**src/shared/buf_pkg.sv**
```systemverilog
// constants for the shared byte buffer: register indices, field positions,
// reset values and sizes
// assumes a 32-bit ahb-lite register bus, one word per register
package buf_pkg;
   // ==========================================================
   // sizes
   localparam int DATA_W = 8;
   localparam int PTR_W = 9;
   localparam int CNT_W = 10;
   localparam int IDX_W = 3;
   localparam logic [CNT_W-1:0] CAP_FULL = 10'h200;
   localparam logic [CNT_W-1:0] CAP_SMALL = 10'h0ff;
   // ==========================================================
   // register indices; byte address is four times the index
   localparam logic [IDX_W-1:0] IDX_CTRL = 3'h0;
   localparam logic [IDX_W-1:0] IDX_FILL = 3'h1;
   localparam logic [IDX_W-1:0] IDX_WL_HIGH = 3'h2;
   localparam logic [IDX_W-1:0] IDX_WL_LOW = 3'h3;
   localparam logic [IDX_W-1:0] IDX_DATA = 3'h4;
   localparam logic [IDX_W-1:0] IDX_IRQ_STAT = 3'h5;
   localparam logic [IDX_W-1:0] IDX_IRQ_EN = 3'h6;
   // ==========================================================
   // field positions
   localparam int CTRL_FLUSH = 0;
   localparam int CTRL_SIZE = 1;
   localparam int CTRL_HIGH = 2;
   localparam int CTRL_LOW = 3;
   localparam int CTRL_LVL_LSB = 4;
   localparam int WL_MSB_BIT = 2;
   localparam int IRQ_LOW = 0;
   localparam int IRQ_HIGH = 1;
   localparam int IRQ_ERR = 2;
   localparam int IRQ_W = 3;
   // ==========================================================
   // reset values and bus codes
   localparam logic RST_SIZE = 1'b0;
   localparam logic [PTR_W-1:0] RST_WL = 9'h000;
   localparam logic [IRQ_W-1:0] RST_IRQ_EN = 3'h0;
   localparam logic [2:0] HSIZE_WORD = 3'h2;
   typedef logic [DATA_W-1:0] byte_t;
   typedef logic [PTR_W-1:0] ptr_t;
   typedef logic [CNT_W-1:0] cnt_t;
endpackage : buf_pkg

```
**src/shared/buf_mem_if.sv**
```systemverilog
// carrier between the buffer controller and its byte memory
// assumes one write port and one registered read port on one clock
`timescale 1ns/1ns
interface buf_mem_if;
   logic we;
   buf_pkg::ptr_t waddr;
   buf_pkg::byte_t wdata;
   buf_pkg::ptr_t raddr;
   buf_pkg::byte_t rdata;
   modport ctrl (output we, output waddr, output wdata, output raddr,
                 input rdata);
   modport mem (input we, input waddr, input wdata, input raddr,
                output rdata);
endinterface : buf_mem_if

```
**src/core/shared_fifo_buffer.sv**
```systemverilog
// shared byte buffer between host registers and internal command logic
// assumes an ahb-lite master with single word transfers and a command
// state machine that samples o_sm_rdata the cycle after i_sm_rd
//
// Chosen here: the AHB-Lite register port.
`timescale 1ns/1ns
// What this block does
// - one 512-entry byte buffer, both directions
// - size select limits capacity to 255 bytes
// - small mode uses one-byte levels, else two
// - single buffer shared with internal state machine
// - flush resets pointers and fill level
// - fill count follows writes and reads
// - write when full sets overflow error flag
// - water level is nine bits over two registers
// - one water level governs both alerts
// - high alert when free space within level
// - low alert when fill within level
// - low alert rise raises enabled interrupt
// - high alert rise raises enabled interrupt
module shared_fifo_buffer
(
   input wire logic i_clk,
   input wire logic i_rst,
   input wire logic i_hsel,
   input wire logic [31:0] i_haddr,
   input wire logic [1:0] i_htrans,
   input wire logic i_hwrite,
   input wire logic [2:0] i_hsize,
   input wire logic i_hready,
   input wire logic [31:0] i_hwdata,
   output logic o_hreadyout,
   output logic o_hresp,
   output logic [31:0] o_hrdata,
   input wire logic i_sm_wr,
   input wire buf_pkg::byte_t i_sm_wdata,
   input wire logic i_sm_rd,
   output buf_pkg::byte_t o_sm_rdata,
   output logic o_sm_empty,
   output logic o_sm_full,
   output logic o_irq
);
   import buf_pkg::*;

   // ==========================================================
   // helpers
   function automatic logic within_level(input cnt_t amount,
                                         input cnt_t level);
      return amount <= level;
   endfunction : within_level

   function automatic logic dp_hit(input logic wr,
                                   input logic [IDX_W-1:0] idx,
                                   input logic [IDX_W-1:0] want);
      return wr && (idx == want);
   endfunction : dp_hit

   buf_mem_if mem_bus ();

   buf_mem u_mem
   (
      .i_clk(i_clk),
      .bus(mem_bus.mem)
   );

   // ==========================================================
   // ahb-lite address phase
   logic dp_wr_q;
   logic [IDX_W-1:0] dp_idx_q;
   logic dp_data_q;
   logic [31:0] rd_q;
   logic [31:0] rd_d;

   wire addr_phase = i_hsel & i_htrans[1] & i_hready;
   wire addr_ok = (i_hsize == HSIZE_WORD) & (i_haddr[1:0] == 2'h0)
                  & (i_haddr[31:IDX_W+2] == '0);
   wire [IDX_W-1:0] a_idx = i_haddr[IDX_W+1:2];
   wire take_rd = addr_phase & ~i_hwrite & addr_ok;
   wire take_wr = addr_phase & i_hwrite & addr_ok;
   wire host_pop_req = take_rd & (a_idx == IDX_DATA);

   always_ff @(posedge i_clk or posedge i_rst)
   begin
      if (i_rst)
      begin
         dp_wr_q <= 1'b0;
         dp_idx_q <= IDX_CTRL;
         dp_data_q <= 1'b0;
         rd_q <= 32'h0000_0000;
      end
      else
      begin
         dp_wr_q <= take_wr;
         dp_idx_q <= a_idx;
         dp_data_q <= host_pop_req;
         rd_q <= rd_d;
      end
   end

   // zero wait states, always okay
   assign o_hreadyout = 1'b1;
   assign o_hresp = 1'b0;

   // ==========================================================
   // data-phase register writes
   wire wr_ctrl = dp_hit(dp_wr_q, dp_idx_q, IDX_CTRL);
   wire wr_wl_high = dp_hit(dp_wr_q, dp_idx_q, IDX_WL_HIGH);
   wire wr_wl_low = dp_hit(dp_wr_q, dp_idx_q, IDX_WL_LOW);
   wire wr_data = dp_hit(dp_wr_q, dp_idx_q, IDX_DATA);
   wire wr_irq_stat = dp_hit(dp_wr_q, dp_idx_q, IDX_IRQ_STAT);
   wire wr_irq_en = dp_hit(dp_wr_q, dp_idx_q, IDX_IRQ_EN);

   // flush is a strobe only, nothing stores it
   wire flush = wr_ctrl & i_hwdata[CTRL_FLUSH];

   logic size_sel_q;
   ptr_t wl_q;
   logic [IRQ_W-1:0] irq_en_q;

   always_ff @(posedge i_clk or posedge i_rst)
   begin
      if (i_rst)
      begin
         size_sel_q <= RST_SIZE;
         wl_q <= RST_WL;
         irq_en_q <= RST_IRQ_EN;
      end
      else
      begin
         if (wr_ctrl)
         begin
            size_sel_q <= i_hwdata[CTRL_SIZE];
         end
         if (wr_wl_high)
         begin
            wl_q[8] <= i_hwdata[WL_MSB_BIT];
         end
         if (wr_wl_low)
         begin
            wl_q[7:0] <= i_hwdata[7:0];
         end
         if (wr_irq_en)
         begin
            irq_en_q <= i_hwdata[IRQ_W-1:0];
         end
      end
   end

   // ==========================================================
   // pointers and fill count
   ptr_t wr_ptr_q;
   ptr_t rd_ptr_q;
   cnt_t cnt_q;
   cnt_t cnt_d;

   wire cnt_t cap = size_sel_q ? CAP_SMALL : CAP_FULL;
   wire full = cnt_q >= cap;
   wire empty = cnt_q == '0;
   // the command logic wins a same-cycle collision; the host keeps off
   wire push_req = wr_data | i_sm_wr;
   wire byte_t push_byte = i_sm_wr ? i_sm_wdata : i_hwdata[7:0];
   wire pop_req = host_pop_req | i_sm_rd;
   wire push = push_req & ~full & ~flush;
   wire overflow_ev = push_req & full & ~flush;
   wire pop = pop_req & ~empty & ~flush;

   assign cnt_d = flush ? '0 : cnt_q + CNT_W'(push) - CNT_W'(pop);

   always_ff @(posedge i_clk or posedge i_rst)
   begin
      if (i_rst)
      begin
         wr_ptr_q <= '0;
         rd_ptr_q <= '0;
         cnt_q <= '0;
      end
      else
      begin
         cnt_q <= cnt_d;
         if (flush)
         begin
            wr_ptr_q <= '0;
            rd_ptr_q <= '0;
         end
         else
         begin
            wr_ptr_q <= wr_ptr_q + PTR_W'(push);
            rd_ptr_q <= rd_ptr_q + PTR_W'(pop);
         end
      end
   end

   // memory always reads the head; data shows the cycle after a pop
   assign mem_bus.we = push;
   assign mem_bus.waddr = wr_ptr_q;
   assign mem_bus.wdata = push_byte;
   assign mem_bus.raddr = rd_ptr_q;
   assign o_sm_rdata = mem_bus.rdata;
   assign o_sm_empty = empty;
   assign o_sm_full = full;

   // ==========================================================
   // alerts from one shared water level
   // small mode ignores the level's top bit so one byte defines it
   wire cnt_t wl_eff = size_sel_q ? {2'b00, wl_q[7:0]} : {1'b0, wl_q};
   wire high_alert = within_level(cap - cnt_q, wl_eff);
   wire low_alert = within_level(cnt_q, wl_eff);

   logic high_prev_q;
   logic low_prev_q;
   logic [IRQ_W-1:0] irq_stat_q;
   logic [IRQ_W-1:0] irq_set;
   logic [IRQ_W-1:0] irq_clr;

   assign irq_set[IRQ_LOW] = low_alert & ~low_prev_q;
   assign irq_set[IRQ_HIGH] = high_alert & ~high_prev_q;
   assign irq_set[IRQ_ERR] = overflow_ev;
   assign irq_clr = wr_irq_stat ? i_hwdata[IRQ_W-1:0] : '0;

   always_ff @(posedge i_clk or posedge i_rst)
   begin
      if (i_rst)
      begin
         high_prev_q <= 1'b0;
         // empty buffer starts with the low alert up; that is no rise
         low_prev_q <= 1'b1;
         irq_stat_q <= '0;
      end
      else
      begin
         high_prev_q <= high_alert;
         low_prev_q <= low_alert;
         // set wins over a write-one clear in the same cycle
         irq_stat_q <= (irq_stat_q & ~irq_clr) | irq_set;
      end
   end

   assign o_irq = |(irq_stat_q & irq_en_q);

   // ==========================================================
   // read mux, captured in the address phase
   wire [1:0] lvl_upper = size_sel_q ? 2'b00 : cnt_q[9:8];
   wire [31:0] ctrl_rd = {26'h0, lvl_upper, low_alert, high_alert,
                          size_sel_q, 1'b0};
   wire [31:0] fill_rd = {24'h0, cnt_q[7:0]};
   wire [31:0] wl_high_rd = {29'h0, wl_q[8], 2'h0};
   wire [31:0] wl_low_rd = {24'h0, wl_q[7:0]};
   wire [31:0] stat_rd = {29'h0, irq_stat_q};
   wire [31:0] en_rd = {29'h0, irq_en_q};

   always_comb
   begin
      rd_d = 32'h0000_0000;
      if (take_rd)
      begin
         unique case (a_idx)
            IDX_CTRL: rd_d = ctrl_rd;
            IDX_FILL: rd_d = fill_rd;
            IDX_WL_HIGH: rd_d = wl_high_rd;
            IDX_WL_LOW: rd_d = wl_low_rd;
            IDX_IRQ_STAT: rd_d = stat_rd;
            IDX_IRQ_EN: rd_d = en_rd;
            default: rd_d = 32'h0000_0000;
         endcase
      end
   end

   assign o_hrdata = dp_data_q ? {24'h0, mem_bus.rdata} : rd_q;
endmodule : shared_fifo_buffer

```
**src/core/buf_mem.sv**
```systemverilog
// 512 x 8 storage for the shared buffer
// assumes the controller keeps pointers in range; read data is registered
`timescale 1ns/1ns
module buf_mem
(
   input wire logic i_clk,
   buf_mem_if.mem bus
);
   import buf_pkg::*;

   byte_t mem_q [0:511];
   byte_t rdata_q;

   // ==========================================================
   // storage; no reset, contents are undefined until written
   always_ff @(posedge i_clk)
   begin
      if (bus.we)
      begin
         mem_q[bus.waddr] <= bus.wdata;
      end
      rdata_q <= mem_q[bus.raddr];
   end

   assign bus.rdata = rdata_q;
endmodule : buf_mem

```
**config.mk**
```make
export PLATFORM = sky130hd
export DESIGN_NAME = shared_fifo_buffer
export DESIGN_NICKNAME = d
export VERILOG_FILES = /design/src/shared/buf_pkg.sv /design/src/shared/buf_mem_if.sv /design/src/core/shared_fifo_buffer.sv /design/src/core/buf_mem.sv
export SDC_FILE = /design/constraint.sdc
export NUM_CORES = 2
export LEC_CHECK = 0
export CORE_UTILIZATION = 50
export DETAILED_ROUTE_END_ITERATION = 10
export DONT_BUFFER_PORTS = 1
export GPL_TIMING_DRIVEN = 0
export PLACE_DENSITY = 0.68
export SKIP_CTS_REPAIR_TIMING = 1
export SLEW_MARGIN = 5
export SYNTH_ARGS = -nofsm -noshare
export SYNTH_HDL_FRONTEND = slang
export SYNTH_SLANG_ARGS = --single-unit
```
**constraint.sdc**
```tcl
create_clock -name i_clk -period 4 [get_ports i_clk]
set_input_delay 0.8 -clock i_clk [delete_from_list [all_inputs] [get_ports i_clk]]
set_output_delay 0.8 -clock i_clk [all_outputs]
set_load 0.01 [all_outputs]
```
==> run summary <==
- number of sinks on the clock net: 4163
- r2r endpoint: u_mem.bus.rdata[7]
- worst vdd ir: 0.4967 mV
- DRT Wirelength: 515.4 mm
- slack of the worst reg-to-reg path: -0.54 ns
- flops & latches, synth: 4163
- Crit Path Category: reg2reg
- cell with the largest stage delay on the worst path: sky130_fd_sc_hd__buf_2
- setup TNS: -101.49 ns
- floorplan core area: 321900 µm²
- depth of the most critical reg-to-reg path: 7
- area share of the largest cell type after synthesis: 75.81%
- Clock transition at path regs: 0.07 ns
- Ys Warns: 0
- TritonCTS clock tree: built
- cell at the root of the clock tree: sky130_fd_sc_hd__clkbuf_16
- worst hold path class: in2reg
- Routability Congestion: 1.044
- average cell area after synthesis: 20.14 µm²
- proportion of synthesized chip area in sequential cells: 76.81%
- kind of start point of the critical path: flip-flop
- Worst Path Arrival: 5.33 ns
- prevailing post-synth register cell: sky130_fd_sc_hd__edfxtp_1
- average detailed-routed wire length per instance: 38.88 µm
- DIE WIDTH: 571.7 µm
- wire length of the first global-routing pass: 686.9 mm
- Initial DRC Count: 14550
- Clk Latency, worst-skew pair: 1.00 ns
- number of optimization iterations in the first detailed-route pass: 9
- number of failing setup endpoints in the final timing report: 1390
- Mapped Cells: 8058
- post-synthesis async set-or-reset flop share: 1.417%
- parity-gate share of the synthesized area counting xor and xnor cells: 0.1457%
- setup slack of the critical path after layout: -0.5413 ns
- combinational family with the most area after synthesis: multiplexers
- total die area: 326800 µm²
- number of buffers on the longest clock path: 4
- synthesized-area fraction occupied by ao, oa, aoi and oai cells: 3.728%
- minimum clock period after layout: 4.541 ns
- Final Hold Fails: 0
- CP Cell Sequence: inv_1 -> buf_2 -> mux2i_1 -> o2111ai_1 -> a41o_1 -> a311oi_2 -> a211oi_4
- synthesized-area fraction occupied by and/or/nand/nor cells: 2.971%
- max-slew violation total from the final report: 0
- critical path endpoint category: flip-flop
- number of synthesized flops with an enable pin: 4096
- logic depth of the worst setup path including buffers: 7
- effective utilization at floorplan: 50.40%
- Netlist cell types: 76
- DRT antenna net count: 0
- number of rows created at floorplan: 208
- depth of the CTS H-tree: 5
- number of input and output port buffers inserted: 0
- number of buffers added by the clock tree synthesis step: 411
- setup repair after global routing missed its margin: yes
- gate family responsible for the most delay along the worst path: compound AO/OA/AOI/OAI gates
- share of cells above drive strength 1: 27.09%
- worst reg2reg startpoint: mem_bus.raddr[2]
- worst hold slack: 0.01359 ns
- remaining routing DRC violations: 0
- Area contributors post-synth: sky130_fd_sc_hd__edfxtp_1 (76%), sky130_fd_sc_hd__mux4_2 (11%), sky130_fd_sc_hd__mux2i_1 (3.1%)
- P&R area growth vs syn: 15.16%
- number of ports placed on the die boundary: 129
- buffer and inverter count on the worst path: 2
- crit-path max cell delay: 0.88 ns
- leakage power figure: 58.77 nW
- multiplexer share of the synthesized area: 14.14%
- height of the die: 571.7 µm
- number of global-route vias before repair: 84720
- cell taking the most area after synthesis: sky130_fd_sc_hd__edfxtp_1
- routed vias/inst: 6.699
- result of the run: complete, but fails checks
- overall routing resource usage: 31.11%
- share of the clock period used by the worst path: 113.5%
- fmax: 0.2202 GHz
- Crit path required time: 4.79 ns
- transition time at the pin with the least slew margin: 1.318 ns
- power density over the cells: 701.6 nW/µm²
- post-route total power: 131.1 mW
- via count: 88810
- maximum number of pins on one net before global-route repair: 161
- Mapped Area: 162300 µm²
- final layout net count: 8716
- end of the critical path: u_mem.bus.rdata[7]
- initial antenna violation count: 40
- total congestion overflow after global routing: 0
- startpoint of the worst setup timing path: mem_bus.raddr[2]
- Detail Placement HPWL: 347.0 mm
- max-cap viol count: 0
- fraction of the mapped netlist area in adder cells: 0.3794%
- CP max FO: 10
- violations in the final reports: setup timing
- worst relative slew slack: 12.15%
- worst clock skew: 0.06619 ns
state kept, by name (all words and copies together) (netlist names), 3 cells and up:
signal	flops
irq_stat_q	3
u_mem.bus.rdata	8
mem_bus.raddr	9
irq_en_q	3
rd_q	8
mem_bus.waddr	9
wl_q	9
dp_idx_q	3
cnt_q	10
u_mem.mem_q	4096
worst min-delay path: cells and delay by family:
kind             cells  cell delay [ns]
AND/OR/NAND/NOR      2             0.09
AO/OA/AOI/OAI        1             0.06
logic make-up after synthesis:
| group | after synthesis |
|---|---|
| muxes | 1313 |
| and+or+nand+nor | 1100 |
| AOI/OAI and AO/OA | 836 |
| DFF | 4163 |
| buffers and inverters | 569 |
| other | 2 |
| adders and majority gates | 48 |
| xor gates and xnor gates | 27 |
how the worst min path moves through the flow:
stage / startpoint / endpoint / slack [ns] / cells past startpoint
global placement: high_prev_q / irq_stat_q[1] / 0.42 / 1
CTS: i_haddr[3] / dp_idx_q[1] / -0.21 / 0
detailed placement: high_prev_q / irq_stat_q[1] / 0.45 / 1
finish: i_hwdata[0] / irq_stat_q[0] / 0.01 / 3
global route: i_hwdata[0] / irq_stat_q[0] / -0.0004 / 3
floorplan: high_prev_q / irq_stat_q[1] / 0.41 / 1
power breakdown:
| group | switching (mW) | internal [mW] | total [mW] |
|---|---|---|---|
| clock network | 16.9 | 22.3 | 39.2 |
| logic | 29.0 | 14.2 | 43.2 |
| registers | 0.271 | 48.5 | 48.8 |
through the flow:
| stage | instances | setup WS [ns] | util (%) | area [µm²] |
|---|---|---|---|---|
| 2_1_floorplan | 8082 | -1.571 | - | 162300 |
| 3_3_place_gp | 12390 | -6.349 | 52.10 | 167700 |
| 3_5_place_dp | 12440 | -2.288 | 52.61 | 169400 |
| 4_1_cts | 13200 | -2.285 | 56.80 | 182900 |
| 5_1_grt | 13240 | -0.2582 | 58.03 | 186800 |
| 6_report | 13260 | -0.5413 | 58.04 | 186900 |
cell usage after synthesis, types with 47 or more instances:
cell / instances
sky130_fd_sc_hd__buf_2: 139
sky130_fd_sc_hd__nand3_1: 136
sky130_fd_sc_hd__dfrtp_1: 58
sky130_fd_sc_hd__buf_4: 78
sky130_fd_sc_hd__nor2_1: 560
sky130_fd_sc_hd__mux2i_1: 503
sky130_fd_sc_hd__a22o_1: 66
sky130_fd_sc_hd__mux4_2: 780
sky130_fd_sc_hd__a21oi_1: 171
sky130_fd_sc_hd__clkbuf_1: 240
sky130_fd_sc_hd__a22oi_1: 371
sky130_fd_sc_hd__edfxtp_1: 4096
sky130_fd_sc_hd__a221oi_1: 60
sky130_fd_sc_hd__nand2_1: 225
sky130_fd_sc_hd__nand4_1: 47
area by class of cell:
type / instances / area, µm²
fillers: 22910 / 135100
clock buffers: 493 / 10760
flip-flops and latches: 4163 / 124600
plain buffers: 528 / 3271
repair buffers: 92 / 1844
multi-input cells: 3350 / 38010
inverters: 38 / 148.9
clock inverters: 262 / 2736
well taps: 4305 / 5386
diodes: 26 / 65.06
routing by layer:
layer	GRT usage [%]	wire length [µm]	vias up
met5	0.2499	531	-
met4	17.61	35580	20
met3	11.52	76400	1333
met2	45.84	227800	6911
met1	39.90	175100	46200
li1	-	-	34350
layout by cell type (no fill, tap or decap), types with 16 or more instances in the layout:
master,Yosys,routed
sky130_fd_sc_hd__xnor2_1,16,16
sky130_fd_sc_hd__o21ai_0,16,16
sky130_fd_sc_hd__o22ai_1,30,24
sky130_fd_sc_hd__clkinv_2,0,63
sky130_fd_sc_hd__buf_16,0,40
sky130_fd_sc_hd__mux2_2,30,22
sky130_fd_sc_hd__clkbuf_16,0,415
sky130_fd_sc_hd__buf_2,139,98
sky130_fd_sc_hd__conb_1,2,26
sky130_fd_sc_hd__a22o_1,66,66
sky130_fd_sc_hd__nand3_1,136,136
sky130_fd_sc_hd__a21oi_1,171,164
sky130_fd_sc_hd__nor2_1,560,125
sky130_fd_sc_hd__nor4_4,0,21
sky130_fd_sc_hd__a221o_1,28,27
sky130_fd_sc_hd__inv_1,38,36
sky130_fd_sc_hd__a22oi_1,371,369
sky130_fd_sc_hd__edfxtp_1,4096,4096
sky130_fd_sc_hd__nand4_1,47,47
sky130_fd_sc_hd__nor2_4,0,256
sky130_fd_sc_hd__nor2b_1,23,23
sky130_fd_sc_hd__diode_2,0,26
sky130_fd_sc_hd__bufinv_16,0,48
sky130_fd_sc_hd__clkbuf_2,0,89
sky130_fd_sc_hd__mux2i_1,503,503
sky130_fd_sc_hd__clkinvlp_4,0,16
sky130_fd_sc_hd__buf_4,78,114
sky130_fd_sc_hd__clkinv_1,0,101
sky130_fd_sc_hd__mux4_2,780,780
sky130_fd_sc_hd__clkbuf_1,240,176
sky130_fd_sc_hd__nand2_1,225,225
sky130_fd_sc_hd__clkbuf_4,0,62
sky130_fd_sc_hd__buf_12,0,25
sky130_fd_sc_hd__ha_1,46,40
sky130_fd_sc_hd__a221oi_1,60,60
sky130_fd_sc_hd__buf_6,45,53
sky130_fd_sc_hd__dfrtp_1,58,55
sky130_fd_sc_hd__nor2_2,1,180
Note: power is estimated with default switching activity, not from simulation.
